===== config.mk =====
export PLATFORM = sky130hd
export DESIGN_NAME = crg_cpu_regfile
export DESIGN_NICKNAME = d
export VERILOG_FILES = /design/src/crg_pkg.sv /design/src/crg_cpu_regfile.sv
export SDC_FILE = /design/constraint.sdc
export NUM_CORES = 1
export LEC_CHECK = 0
export BUFFER_PORTS_ARGS = -buffer_cell sky130_fd_sc_hd__buf_2
export CAP_MARGIN = 20
export CORE_UTILIZATION = 60
export DETAILED_ROUTE_END_ITERATION = 7
export PLACE_DENSITY = 0.79
export SKIP_LAST_GASP = 1
export SLEW_MARGIN = 0
export SYNTH_ARGS = -nofsm -noshare
export SYNTH_HDL_FRONTEND = slang
export SYNTH_SLANG_ARGS = --single-unit

===== constraint.sdc =====
create_clock -name clock_i -period 3.6 [get_ports clock_i]
set_clock_uncertainty 0.1 [all_clocks]
set_input_delay 0.72 -clock clock_i [delete_from_list [all_inputs] [get_ports clock_i]]
set_output_delay 0.72 -clock clock_i [all_outputs]
set_load 0.1 [all_outputs]

===== src/crg_pkg.sv =====
// constants and types for the cpu register file and change guard
`default_nettype none
package crg_pkg;
  // general purpose register file
  localparam int          GPR_COUNT   = 32;
  localparam int          GPR_W       = 8;
  localparam int          GPR_AW      = 5;
  localparam logic [7:0]  GPR_RESET   = 8'h00;
  // pointer pairs, low byte address of each
  localparam logic [4:0]  PTR_X_LO    = 5'h1A;
  localparam logic [4:0]  PTR_Y_LO    = 5'h1C;
  localparam logic [4:0]  PTR_Z_LO    = 5'h1E;
  localparam logic [4:0]  PTR_HI_BIT  = 5'h01;
  // pointer select codes
  localparam logic [1:0]  PSEL_X      = 2'h0;
  localparam logic [1:0]  PSEL_Y      = 2'h1;
  localparam logic [1:0]  PSEL_Z      = 2'h2;
  // pointer addressing modes
  localparam logic [1:0]  PMODE_DISP  = 2'h0;
  localparam logic [1:0]  PMODE_INC   = 2'h1;
  localparam logic [1:0]  PMODE_DEC   = 2'h2;
  // pointer access kinds
  localparam logic [1:0]  PKIND_DATA  = 2'h0;
  localparam logic [1:0]  PKIND_PROG  = 2'h1;
  localparam logic [1:0]  PKIND_CALL  = 2'h2;
  localparam logic [1:0]  PKIND_JUMP  = 2'h3;
  // i/o offsets
  localparam logic [5:0]  IO_CCK      = 6'h04;
  localparam logic [5:0]  IO_TEMP     = 6'h0C;
  localparam logic [5:0]  IO_STK_LO   = 6'h0D;
  localparam logic [5:0]  IO_STK_HI   = 6'h0E;
  localparam logic [5:0]  IO_FLAGS    = 6'h0F;
  // reset values
  localparam logic [7:0]  TEMP_RESET  = 8'h00;
  localparam logic [7:0]  FLAGS_RESET = 8'h00;
  localparam logic [7:0]  RDATA_IDLE  = 8'h00;
  // change guard keys and window length
  localparam logic [7:0]  KEY_IO      = 8'hD8;
  localparam logic [7:0]  KEY_SPM     = 8'h9D;
  localparam logic [2:0]  GUARD_INSTR = 3'h4;
  localparam logic [2:0]  CNT_ONE     = 3'h1;
  localparam logic [2:0]  CNT_ZERO    = 3'h0;
  localparam logic [5:0]  CCK_ZERO    = 6'h00;

  typedef enum logic [2:0] {
    GUARD_IDLE = 3'b001,
    GUARD_IO   = 3'b010,
    GUARD_SPM  = 3'b100
  } crg_guard_e;
endpackage
`default_nettype wire


===== src/crg_cpu_regfile.sv =====
// cpu register file, pointer unit, 16-bit temp byte access and change guard
`default_nettype none
module crg_cpu_regfile #(
  parameter logic [15:0] SP_RESET = 16'h3FFF
) (
  input  wire logic        clock_i,
  input  wire logic        nrst_i,
  input  wire logic [4:0]  rd_a_addr_i,
  input  wire logic [4:0]  rd_b_addr_i,
  input  wire logic        wr_en_i,
  input  wire logic        wr_wide_i,
  input  wire logic [4:0]  wr_addr_i,
  input  wire logic [15:0] wr_data_i,
  output logic      [7:0]  rd_a_data_o,
  output logic      [7:0]  rd_b_data_o,
  output logic      [15:0] rd_word_o,
  input  wire logic        ptr_req_i,
  input  wire logic [1:0]  ptr_kind_i,
  input  wire logic [1:0]  ptr_sel_i,
  input  wire logic [1:0]  ptr_mode_i,
  input  wire logic [5:0]  ptr_disp_i,
  output logic      [15:0] ptr_addr_o,
  output logic      [1:0]  ptr_kind_o,
  output logic             ptr_valid_o,
  input  wire logic [5:0]  io_addr_i,
  input  wire logic        io_wr_i,
  input  wire logic        io_rd_i,
  input  wire logic [7:0]  io_wdata_i,
  output logic      [7:0]  io_rdata_o,
  input  wire logic        mem_wr_i,
  input  wire logic        nvm_access_i,
  input  wire logic        sleep_i,
  input  wire logic        instr_done_i,
  output logic             io_unlock_o,
  output logic             spm_unlock_o,
  output logic             irq_hold_o,
  output logic      [15:0] stack_pointer_o,
  output logic      [7:0]  status_flags_o
);

  // register file and pointer state
  logic [7:0]  gpr_r       [crg_pkg::GPR_COUNT];
  logic [7:0]  gpr_nxt     [crg_pkg::GPR_COUNT];
  logic [7:0]  rd_a_r;
  logic [7:0]  rd_a_nxt;
  logic [7:0]  rd_b_r;
  logic [7:0]  rd_b_nxt;
  logic [15:0] rd_word_r;
  logic [15:0] rd_word_nxt;
  logic [15:0] ptr_addr_r;
  logic [15:0] ptr_addr_nxt;
  logic [1:0]  ptr_kind_r;
  logic [1:0]  ptr_kind_nxt;
  logic        ptr_valid_r;
  logic        ptr_valid_nxt;
  logic [4:0]  ptr_lo;
  logic [4:0]  ptr_hi;
  logic [4:0]  word_lo;
  logic [4:0]  wr_lo;
  logic [1:0]  eff_sel;
  logic [1:0]  eff_mode;
  logic [15:0] eff_disp;
  logic [15:0] ptr_cur;
  logic [15:0] ptr_upd;

  // guard and i/o state
  crg_pkg::crg_guard_e guard_r;
  crg_pkg::crg_guard_e guard_nxt;
  logic [2:0]  cnt_r;
  logic [2:0]  cnt_nxt;
  logic [7:0]  temp_r;
  logic [7:0]  temp_nxt;
  logic [15:0] sp_r;
  logic [15:0] sp_nxt;
  logic [7:0]  flags_r;
  logic [7:0]  flags_nxt;
  logic [7:0]  io_rdata_r;
  logic [7:0]  io_rdata_nxt;
  logic        io_unlock_r;
  logic        spm_unlock_r;
  logic        irq_hold_r;
  logic        key_wr;

  // program load and indirect flow force third pointer
  always_comb begin
    if (ptr_kind_i == crg_pkg::PKIND_DATA) begin
      eff_sel = ptr_sel_i;
    end else begin
      eff_sel = crg_pkg::PSEL_Z;
    end
  end

  always_comb begin
    case (eff_sel)
      crg_pkg::PSEL_X: ptr_lo = crg_pkg::PTR_X_LO;
      crg_pkg::PSEL_Y: ptr_lo = crg_pkg::PTR_Y_LO;
      default:         ptr_lo = crg_pkg::PTR_Z_LO;
    endcase
  end

  assign ptr_hi  = ptr_lo | crg_pkg::PTR_HI_BIT;
  assign ptr_cur = {gpr_r[ptr_hi], gpr_r[ptr_lo]};
  assign word_lo = {rd_a_addr_i[4:1], 1'b0};
  assign wr_lo   = {wr_addr_i[4:1], 1'b0};

  // calls and jumps take the pointer as is; displacement only for data
  always_comb begin
    if (ptr_kind_i == crg_pkg::PKIND_CALL || ptr_kind_i == crg_pkg::PKIND_JUMP) begin
      eff_mode = crg_pkg::PMODE_DISP;
    end else begin
      eff_mode = ptr_mode_i;
    end
    if (ptr_kind_i == crg_pkg::PKIND_DATA) begin
      eff_disp = {10'h000, ptr_disp_i};
    end else begin
      eff_disp = 16'h0000;
    end
  end

  always_comb begin
    case (eff_mode)
      crg_pkg::PMODE_INC: begin
        ptr_addr_nxt = ptr_cur;
        ptr_upd      = ptr_cur + 16'h0001;
      end
      crg_pkg::PMODE_DEC: begin
        ptr_addr_nxt = ptr_cur - 16'h0001;
        ptr_upd      = ptr_cur - 16'h0001;
      end
      default: begin
        ptr_addr_nxt = ptr_cur + eff_disp;
        ptr_upd      = ptr_cur;
      end
    endcase
  end

  // register file next state
  always_comb begin
    for (int i = 0; i < crg_pkg::GPR_COUNT; i++) begin
      gpr_nxt[i] = gpr_r[i];
    end
    if (ptr_req_i && eff_mode != crg_pkg::PMODE_DISP) begin
      gpr_nxt[ptr_lo] = ptr_upd[7:0];
      gpr_nxt[ptr_hi] = ptr_upd[15:8];
    end
    // result port wins over a pointer step on the same register
    if (wr_en_i) begin
      if (wr_wide_i) begin
        gpr_nxt[wr_lo]              = wr_data_i[7:0];
        gpr_nxt[wr_lo | 5'h01]      = wr_data_i[15:8];
      end else begin
        gpr_nxt[wr_addr_i]          = wr_data_i[7:0];
      end
    end
    // two byte operands and one word operand
    rd_a_nxt      = gpr_r[rd_a_addr_i];
    rd_b_nxt      = gpr_r[rd_b_addr_i];
    rd_word_nxt   = {gpr_r[word_lo | 5'h01], gpr_r[word_lo]};
    ptr_kind_nxt  = ptr_kind_i;
    ptr_valid_nxt = ptr_req_i;
  end

  always_ff @(posedge clock_i or negedge nrst_i) begin
    if (!nrst_i) begin
      for (int i = 0; i < crg_pkg::GPR_COUNT; i++) begin
        gpr_r[i] <= crg_pkg::GPR_RESET;
      end
      rd_a_r      <= crg_pkg::GPR_RESET;
      rd_b_r      <= crg_pkg::GPR_RESET;
      rd_word_r   <= 16'h0000;
      ptr_addr_r  <= 16'h0000;
      ptr_kind_r  <= crg_pkg::PKIND_DATA;
      ptr_valid_r <= 1'b0;
    end else begin
      for (int i = 0; i < crg_pkg::GPR_COUNT; i++) begin
        gpr_r[i] <= gpr_nxt[i];
      end
      rd_a_r      <= rd_a_nxt;
      rd_b_r      <= rd_b_nxt;
      rd_word_r   <= rd_word_nxt;
      ptr_addr_r  <= ptr_addr_nxt;
      ptr_kind_r  <= ptr_kind_nxt;
      ptr_valid_r <= ptr_valid_nxt;
    end
  end

  assign key_wr = io_wr_i && (io_addr_i == crg_pkg::IO_CCK);

  // guard window next state
  always_comb begin
    guard_nxt = guard_r;
    cnt_nxt   = cnt_r;
    case (guard_r)
      crg_pkg::GUARD_IDLE: begin
        cnt_nxt = crg_pkg::CNT_ZERO;
      end
      crg_pkg::GUARD_IO: begin
        if (instr_done_i) begin
          cnt_nxt = cnt_r - crg_pkg::CNT_ONE;
        end
        // an i/o or memory write, nvm access or sleep ends the window
        if ((instr_done_i && cnt_r == crg_pkg::CNT_ONE) || io_wr_i || mem_wr_i || nvm_access_i || sleep_i) begin
          guard_nxt = crg_pkg::GUARD_IDLE;
        end
      end
      crg_pkg::GUARD_SPM: begin
        if (instr_done_i) begin
          cnt_nxt = cnt_r - crg_pkg::CNT_ONE;
        end
        // four instructions, nvm access or sleep end it
        if ((instr_done_i && cnt_r == crg_pkg::CNT_ONE) || nvm_access_i || sleep_i) begin
          guard_nxt = crg_pkg::GUARD_IDLE;
        end
      end
      default: begin
        guard_nxt = crg_pkg::GUARD_IDLE;
        cnt_nxt   = crg_pkg::CNT_ZERO;
      end
    endcase
    // only the two keys open a window
    if (key_wr && io_wdata_i == crg_pkg::KEY_IO) begin
      guard_nxt = crg_pkg::GUARD_IO;
      cnt_nxt   = crg_pkg::GUARD_INSTR;
    end else if (key_wr && io_wdata_i == crg_pkg::KEY_SPM) begin
      guard_nxt = crg_pkg::GUARD_SPM;
      cnt_nxt   = crg_pkg::GUARD_INSTR;
    end
  end

  // i/o register next state
  always_comb begin
    temp_nxt     = temp_r;
    sp_nxt       = sp_r;
    flags_nxt    = flags_r;
    io_rdata_nxt = crg_pkg::RDATA_IDLE;
    // only guard, temp, stack and flags answer; the register file never does
    if (io_rd_i) begin
      case (io_addr_i)
        // window flags in bits 0 and 1, others zero
        crg_pkg::IO_CCK:    io_rdata_nxt = {crg_pkg::CCK_ZERO, spm_unlock_r, io_unlock_r};
        crg_pkg::IO_TEMP:   io_rdata_nxt = temp_r;
        // low read latches the high byte
        crg_pkg::IO_STK_LO: begin
          io_rdata_nxt = sp_r[7:0];
          temp_nxt     = sp_r[15:8];
        end
        // high read returns temp, never the live byte
        crg_pkg::IO_STK_HI: io_rdata_nxt = temp_r;
        crg_pkg::IO_FLAGS:  io_rdata_nxt = flags_r;
        default:            io_rdata_nxt = crg_pkg::RDATA_IDLE;
      endcase
    end
    if (io_wr_i) begin
      case (io_addr_i)
        crg_pkg::IO_TEMP:   temp_nxt = io_wdata_i;
        crg_pkg::IO_STK_LO: temp_nxt = io_wdata_i;
        // high write commits both bytes at once
        crg_pkg::IO_STK_HI: sp_nxt = {io_wdata_i, temp_r};
        crg_pkg::IO_FLAGS:  flags_nxt = io_wdata_i;
        default:            temp_nxt = temp_nxt;
      endcase
    end
  end

  always_ff @(posedge clock_i or negedge nrst_i) begin
    if (!nrst_i) begin
      guard_r      <= crg_pkg::GUARD_IDLE;
      cnt_r        <= crg_pkg::CNT_ZERO;
      temp_r       <= crg_pkg::TEMP_RESET;
      sp_r         <= SP_RESET;
      flags_r      <= crg_pkg::FLAGS_RESET;
      io_rdata_r   <= crg_pkg::RDATA_IDLE;
      io_unlock_r  <= 1'b0;
      spm_unlock_r <= 1'b0;
      irq_hold_r   <= 1'b0;
    end else begin
      guard_r      <= guard_nxt;
      cnt_r        <= cnt_nxt;
      temp_r       <= temp_nxt;
      sp_r         <= sp_nxt;
      flags_r      <= flags_nxt;
      io_rdata_r   <= io_rdata_nxt;
      // protected targets accept changes only while unlocked
      io_unlock_r  <= (guard_nxt == crg_pkg::GUARD_IO);
      // self-programming unlock is a separate mode
      spm_unlock_r <= (guard_nxt == crg_pkg::GUARD_SPM);
      irq_hold_r   <= (guard_nxt != crg_pkg::GUARD_IDLE);
    end
  end

  // read data lags the request by one cycle; no write bypass
  assign rd_a_data_o     = rd_a_r;
  assign rd_b_data_o     = rd_b_r;
  assign rd_word_o       = rd_word_r;
  assign ptr_addr_o      = ptr_addr_r;
  assign ptr_kind_o      = ptr_kind_r;
  assign ptr_valid_o     = ptr_valid_r;
  assign io_rdata_o      = io_rdata_r;
  assign io_unlock_o     = io_unlock_r;
  assign spm_unlock_o    = spm_unlock_r;
  assign irq_hold_o      = irq_hold_r;
  assign stack_pointer_o = sp_r;
  assign status_flags_o  = flags_r;

endmodule
`default_nettype wire


# [Word-level counts from Yosys, hierarchy flattened]
# Cells that the tools add are included.
[totals] ff_bits=356 wordCells=176 inputBits=68
[op_classes] order_cmp=14 n_reduce_logical=25 add_sub_neg=4 n_mux=57 bitwise_logic=9 n_eq_ne=20
[ops] cell="$bwmux W256" count=5
[ops] cell="$mux W256" count=3
[ops] cell="$bmux W8 S5" count=6
[ops] cell="$demux W8 S5" count=5
[ops] cell="$mux W8" count=22
[ops] cell="$pmux W16 S2" count=2
[ops] cell="$ge A6 B6 Y1 const B" count=9
[ops] cell="$not A5 Y6" count=9
[ops] cell="$pmux W8 S4" count=1
[ops] cell="$lt A6 B1 Y1 const B" count=5
[ops] cell="$eq A6 B4 Y1 const B" count=4
[ops] cell="$mux W3" count=8
[ops] cell="$add A16 B1 Y16 const B" count=1
[ops] cell="$add A16 B16 Y16" count=1
[ops] cell="$eq A8 B8 Y1 const B" count=2
[ops] cell="$sub A16 B1 Y16 const B" count=1
[ops] cell="$logic_and A1 B1 Y1" count=10
[ops] cell="$pmux W3 S3" count=1
[ops] cell="$logic_or A1 B1 Y1" count=7
[ops] cell="$eq A2 B2 Y1 const B" count=3
[ops] cell="$eq A3 B1 Y1 const B" count=2
[ops] cell="$eq A3 B2 Y1 const B" count=2
[ops] cell="$eq A3 B3 Y1 const B" count=2
[ops] cell="$eq A6 B3 Y1 const B" count=1
[ops] cell="other kinds (11)" count=17

# [Longest topological paths before layout]
# Gate-level depths: netlist of run 1.
[depth] depth_word=17 mapped_depth=14

# [Worst setup path before layout of run 1]
# No wires, ideal clock.
[synth_timing] path_type="input-to-reg" from="input port ptr_kind_i[1]" to="register ptr_addr_r[12], in the netlist ptr_addr_o[12]" path_slack_ns=-0.095 stages=12 t_required_ns=3.363 n_path_buf=2 arrival_ns=3.458 path_cell_list="nor3_4 > buf_6 > buf_4 > mux2_2 > ha_1 > o21a_1 > o31a_1 > o21ai_0 > a2111oi_2 > nand3_1 > xnor2_1 > a21oi_1"
[synth_via] elab_chain_len=10 elab_cells_between_ends=23
[synth_rtl] element="start: declaration" line="crg_cpu_regfile.sv:18" text="input wire logic [1:0] ptr_kind_i,"
[synth_rtl] element="$logic_not A2 Y1" line="crg_cpu_regfile.sv:86, crg_cpu_regfile.sv:113"
[synth_rtl] element="$mux W2" line="crg_cpu_regfile.sv:86" text="if (ptr_kind_i == crg_pkg::PKIND_DATA) begin"
[synth_rtl] element="$eq A2 B1 Y1 / $logic_not A2 Y1 (equally long branches)" line="crg_cpu_regfile.sv:94" text="case (eff_sel)"
[synth_rtl] element="$pmux W3 S2" line="crg_cpu_regfile.sv:94"
[synth_rtl] element="$not A5 Y6 (implied by the code)" line="crg_cpu_regfile.sv:102" text="assign ptr_cur = {gpr_r[ptr_hi], gpr_r[ptr_lo]};"
[synth_rtl] element="$bmux W8 S5" line="crg_cpu_regfile.sv:102"
[synth_rtl] element="$mux W8 (implied by the code) (2 in series)" line="crg_cpu_regfile.sv:102"
[synth_rtl] element="$add A16 B16 Y16 / $sub A16 B1 Y16 (equally long branches)" line="crg_cpu_regfile.sv:131, crg_cpu_regfile.sv:127"
[synth_rtl] element="$pmux W16 S2 *" line="crg_cpu_regfile.sv:121" text="case (eff_mode)"
[synth_rtl] element="via ptr_addr_nxt[12]" line="crg_cpu_regfile.sv:51" text="logic [15:0] ptr_addr_nxt;"
[synth_rtl] element="end signal: assignment" line="crg_cpu_regfile.sv:181" text="ptr_addr_r <= ptr_addr_nxt;"
[synth_rtl] element="end: declaration" line="crg_cpu_regfile.sv:50" text="logic [15:0] ptr_addr_r;"
# Mark *: on every way through the listed nets, which the timed path passes. The rest lies on a longest branch. The select of a mux whose other input is x is not followed.
# A chain may end at the register's enable or synchronous reset.

==> impl_metrics.ini, run 1 <==
[critical_path]
r2r_start = gpr_r[43]
crit_required_ns = 3.90
crit_arrival_ns = 3.54
crit_path_max_fanout = 8
crit_type = input pin to flop
critPathCaptureType = flop
rr_worst_depth = 7
worstReg2RegEnd = gpr_r[3]
rrSetupSlack_ns = 0.42
start_kind = input pin

[sta]
min_period_over_period = 0.898
worst_pin_slew_ns = 0.946
report.final.slew_viol_count = 0
slew_headroom = 0.368
rsz0062_at_grt = false
whs_ns = 0.0594
clock.fmax_ghz = 0.309
setup_slack_ns = 0.368
setup_viol = 0
hold_viol = 0
finalCriticalPeriod_ns = 3.23
fin_tns_setup_ns = 0

[synth]
yosysTopAreaCell = dfrtp_1
synthAdderAreaFrac = 0.00866
synthesis.area_um2 = 21100
synth_seq_area_share = 0.423
synth_top_family_by_area = multiplexers
syn_avg_cell_area_um2 = 11.6
synth_ff_type = dfrtp_1
synth_seq_cells = 356
synthCells = 1819
synth.mux.area_fraction = 0.308
synth_compound_area_frac = 0.121
ys_types = 80
synth_nets = 1901
synth_area_leaders = dfrtp_1 40%, mux4_2 19%, mux2_2 8.8%, a21oi_1 4.1%, nor2_1 3.6%
synth_top_area_frac = 0.405
ys_warn_count = 0
async_reset_ff_frac = 1.00
synth-xor-area-share = 0.0108
synth-edff-count = 0
synth_simple_gate_area_share = 0.0980

[clock_tree]
cts_tree = done
cts.sinks = 356
ctsResizeCount = 0
cts_setup_buffers = 0
cts_buffers = 39
htree_levels = 2
cts_hold_buf = 0
cts.clk_slew.worst_paths_ns = 0.06
clock_path_buffers = 3
cts_root_buf = clkbuf_16
clk_latency_ns = 0.55

[layout]
final_cells = 2481
area_growth_pct = 15.1
fin_nets = 2076
utilization = 0.702
layout_commonest_cell = dfrtp_1
fillers = 2395
mostFrequentLayoutCells = 341 x dfrtp_1, 202 x nor2_1, 177 x mux4_2, 172 x a21oi_1, 164 x mux2_2
drive_above_1_share = 0.351

[grt]
overflow = 0
grt_antenna_before_repair = 4
grt_pass1_wl_um = 105000
grt_usage = 0.388
grt_max_degree = 81
grt_pass1_vias = 17684

[floorplan]
rows = 68
core_area_um2 = 34500
io_pins = 154
start_util = 0.610
fp.dieH_um = 189
die_w_um = 189
dieArea_um2 = 35900

[flow_run]
max_cap_violations = 0

[place]
gp_congestion = 0.979
dp_cells = 2408
port_buffers = 153
dp_hpwl_um = 47400
post-place-ws_ns = -0.121

[outcome]
status = complete, no violations

[route]
drt_first_pass_iters = 5
vias_per_cell = 7.11
wl_per_cell_um = 27.3
drc = 0
antenna_left = 0
drt_iter0_drc = 2121
vias = 17632
totalWireLength_um = 67800

[power]
vdd_drop_max_uv = 542
p_per_area_nw_per_um2 = 663
p_leak_nw = 10.2

[min_path]
hold_path_class = input pin to async pin
-- through the flow --
stage,area (µm²),power [W]
floorplan,21100,0.0101
global placement,23000,0.0117
detailed placement,23000,0.0119
CTS,24300,0.0160
global route,24300,0.0166
finish,24300,0.0161
-- cell families (layout without fill, tap and decap cells) --
group           count (synthesis)  count (layout)
buf+inv                       164             369
compound gates                401             401
mux                           405             405
fa+ha+maj                      14              14
simple gates                  453             453
other cells                     0               2
flops                         356             356
xor+xnor                       26              26
-- worst max-delay path: stages --
cell	delay [ns]
buf_2	0.15
or3_1	0.52
a221oi_1	0.40
o2111ai_1	0.35
nor3_1	0.34
mux2_2	0.39
a2111oi_0	0.51
o22ai_1	0.15
-- per-layer routing --
metal  up-vias  share of wire  GRT usage
met5         -        0.00022          0
li1       7292              -          -
met4         2          0.049      0.185
met3       263           0.12      0.104
met2      1261           0.46      0.589
met1      8814           0.37      0.522
-- final cells by class --
cell class	count	area, µm²	share of cell area
Multi-Input combinational cell	1299	11500	0.475
Clock buffer	62	1170	0.0484
Tap cell	455	569	0.0235
Antenna cell	2	5.00	0.000206
Timing Repair Buffer	275	1850	0.0764
Clock inverter	9	116	0.00480
Sequential cell	356	8930	0.368
Inverter	23	86.3	0.00356
-- worst max path at each step --
stage / start / slack (ns) / to / depth (start not counted)
floorplan: ptr_sel_i[1] / 0.02 / ptr_addr_o[12] / 12
global placement: ptr_kind_i[1] / -0.06 / gpr_r[35] / 8
detailed placement: ptr_kind_i[1] / -0.12 / gpr_r[3] / 8
CTS: ptr_kind_i[1] / 0.42 / gpr_r[3] / 8
global route: ptr_kind_i[1] / 0.14 / gpr_r[3] / 8
finish: ptr_kind_i[1] / 0.37 / gpr_r[3] / 8
-- sequential cells by signal, indices dropped and copies added (netlist names) --
name             count
cnt_r                3
gpr_r              256
guard_r              3
io_rdata_o           8
io_unlock_o          1
irq_hold_o           1
ptr_addr_o          16
ptr_kind_o           2
ptr_valid_o          1
rd_a_data_o          8
rd_b_data_o          8
rd_word_o           16
spm_unlock_o         1
stack_pointer_o     16
status_flags_o       8
temp_r               8
-- synth_stat cells, types with 10 or more instances --
cell,count
nor2_1,202
a21oi_1,172
o221ai_1,12
o21ai_0,43
a21o_1,10
inv_1,16
and3_1,10
ha_1,13
nor3_1,28
and2_1,14
a22oi_1,10
mux2i_1,63
a211oi_1,19
xnor2_1,19
or3_1,16
clkbuf_1,103
mux4_2,177
mux2_2,164
dfstp_2,15
buf_2,10
nand3_1,20
buf_1,24
o22ai_1,33
dfrtp_1,341
nand2_1,106
a221oi_1,10
-- report_power, final --
group	internal (W)	leakage [nW]	switching (W)
sequential	0.00499	4.29	0.00105
combinational	0.00233	5.28	0.00365
clock	0.00239	0.630	0.00167
total	0.00972	10.2	0.00637
Note: power is estimated with default switching activity, not from simulation.
==> inputs of run 2 (changes only) <==
clock period = 3.3 ns   (was 3.6 ns; I/O delays follow)
==> impl_metrics.ini, run 2 (synthesis results as in run 1) <==
[outcome]
status = complete, no violations

[power]
pwr-share-comb = 0.372
p_clk_frac = 0.264
power_w = 0.0181
p_int_w = 0.0110
p_sw_w = 0.00703
swShare = 0.389
vdd_drop_max_uv = 632
p_per_area_nw_per_um2 = 727
p_leak_nw = 10.5
pwr-share-seq = 0.364

[grt]
grt_usage = 0.390
grt_max_degree = 81
grt_pass1_vias = 18037
overflow = 0
grt_antenna_before_repair = 6
grt_pass1_wl_um = 105000

[critical_path]
start_kind = flop
crit_arrival_ns = 3.41
crit_required_ns = 3.65
crit_type = flop to flop
crit_path_max_fanout = 7
critPathCaptureType = flop
rr_worst_depth = 11

[clock_tree]
clock_path_buffers = 3
cts_root_buf = clkbuf_16
cts_tree = done
clk_latency_ns = 0.56
cts.sinks = 356
cts_buffers = 39
cts_setup_buffers = 0
htree_levels = 2
cts.clk_slew.worst_paths_ns = 0.06

[sta]
rsz0062_at_grt = false
report.final.slew_viol_count = 0
hold_viol = 0
finalCriticalPeriod_ns = 3.06
worst_pin_slew_ns = 0.756
setup_viol = 0
slew_headroom = 0.496
min_period_over_period = 0.928
clock.fmax_ghz = 0.327

[route]
drc = 0
totalWireLength_um = 68200
drt_first_pass_iters = 7
vias_per_cell = 7.09
vias = 17961
antenna_left = 0
drt_iter0_drc = 2068
wl_per_cell_um = 26.9

[layout]
layout_commonest_cell = dfrtp_1
mostFrequentLayoutCells = 341 x dfrtp_1, 202 x nor2_1, 177 x mux4_2, 172 x a21oi_1, 163 x mux2_2
fin_nets = 2126
area_growth_pct = 17.8
final_cells = 2532
drive_above_1_share = 0.374
largest_reg_flops = 256
utilization = 0.719
regMostFlops = gpr_r

[floorplan]
dieArea_um2 = 35900
fp.dieH_um = 189
core_area_um2 = 34500
rows = 68
io_pins = 154
die_w_um = 189
start_util = 0.610

[min_path]
hold_path_class = input pin to flop
hold_depth = 1

[place]
dp_hpwl_um = 48000
port_buffers = 153
dp_cells = 2454
gp_congestion = 0.972

[flow_run]
max_cap_violations = 0
==> run 2: cell count changes in the layout (fill, tap and decap cells not counted), moves of 2 or more <==
cell / delta
o21ai_0: -2
nor3_1: -2
clkbuf_16: -2
nor3_2: +2
clkbuf_1: -9
bufinv_16: +3
clkbuf_8: +8
inv_6: +2
mux2i_2: +2
mux2i_1: -2
buf_12: +2
buf_4: +46
==> run 2: area by class of cell <==
class | instances | area [µm²]
Antenna cell | 3 | 7.51
Clock buffer | 59 | 1200
Clock inverter | 12 | 210
Fill cell | 2326 | 9700
Inverter | 23 | 86.3
Multi-Input combinational cell | 1299 | 11600
Sequential cell | 356 | 8930
Tap cell | 455 | 569
Timing Repair Buffer | 325 | 2260
==> run 2: timing repair <==
action                                  in CTS  in global routing
hold buffers                                 1                  0
gates resized for setup                      0                  1
endpoints found under the setup margin       0                  1
hold endpoints to repair                     8                  0
==> run 2: power groups by stage <==
stage / registers, W / clock network, W / logic, W
6_report: 0.00657 / 0.00477 / 0.00672
4_1_cts: 0.00650 / 0.00479 / 0.00664
5_1_grt: 0.00667 / 0.00496 / 0.00705
2_1_floorplan: 0.00776 / 0 / 0.00327
3_5_place_dp: 0.00654 / 0 / 0.00657
3_3_place_gp: 0.00645 / 0 / 0.00642
==> run 2: worst max-delay path, cell delays in order (launching register included) <==
cell       delay (ns)
dfrtp_1          0.48
mux2i_1          0.31
o21a_1           0.19
clkinv_1         0.18
ha_1             0.37
nor2b_1          0.20
o31a_1           0.18
o21ai_2          0.10
a2111oi_4        0.38
nand3_1          0.14
xnor2_1          0.15
a21oi_1          0.20
==> run 2: final timing paths <==
kind	start	end	slack [ns]
max	gpr_r[26]	ptr_addr_o[12]	0.24
min	ptr_req_i	ptr_valid_o	0.16
max reg2reg	gpr_r[26]	ptr_addr_o[12]	0.24
min reg2reg	gpr_r[125]	gpr_r[125]	0.41
max in group asynchronous	nrst_i	gpr_r[98]	1.69
min in group asynchronous	nrst_i	ptr_kind_o[1]	0.58
==> run 2: per-stage QoR <==
step	cell area [µm²]	hold slack (ns)	setup WS (ns)	TNS, ns
3_3_place_gp	23400	0.388	-0.113	-1.77
4_1_cts	24800	0.152	0.197	0
6_report	24800	0.160	0.238	0
2_1_floorplan	21100	0.264	-0.0294	-0.0294
5_1_grt	24800	0.148	0.00308	0
3_5_place_dp	23400	0.397	-0.184	-3.07
==> run 2: per-layer routing <==
| metal | wire, µm | up-vias | global-route usage |
|---|---|---|---|
| met5 | 58 | - | 0 |
| met4 | 3880 | 4 | 0.205 |
| met3 | 8410 | 301 | 0.115 |
| met2 | 31000 | 1335 | 0.587 |
| met1 | 24800 | 8931 | 0.512 |
| li1 | - | 7390 | - |
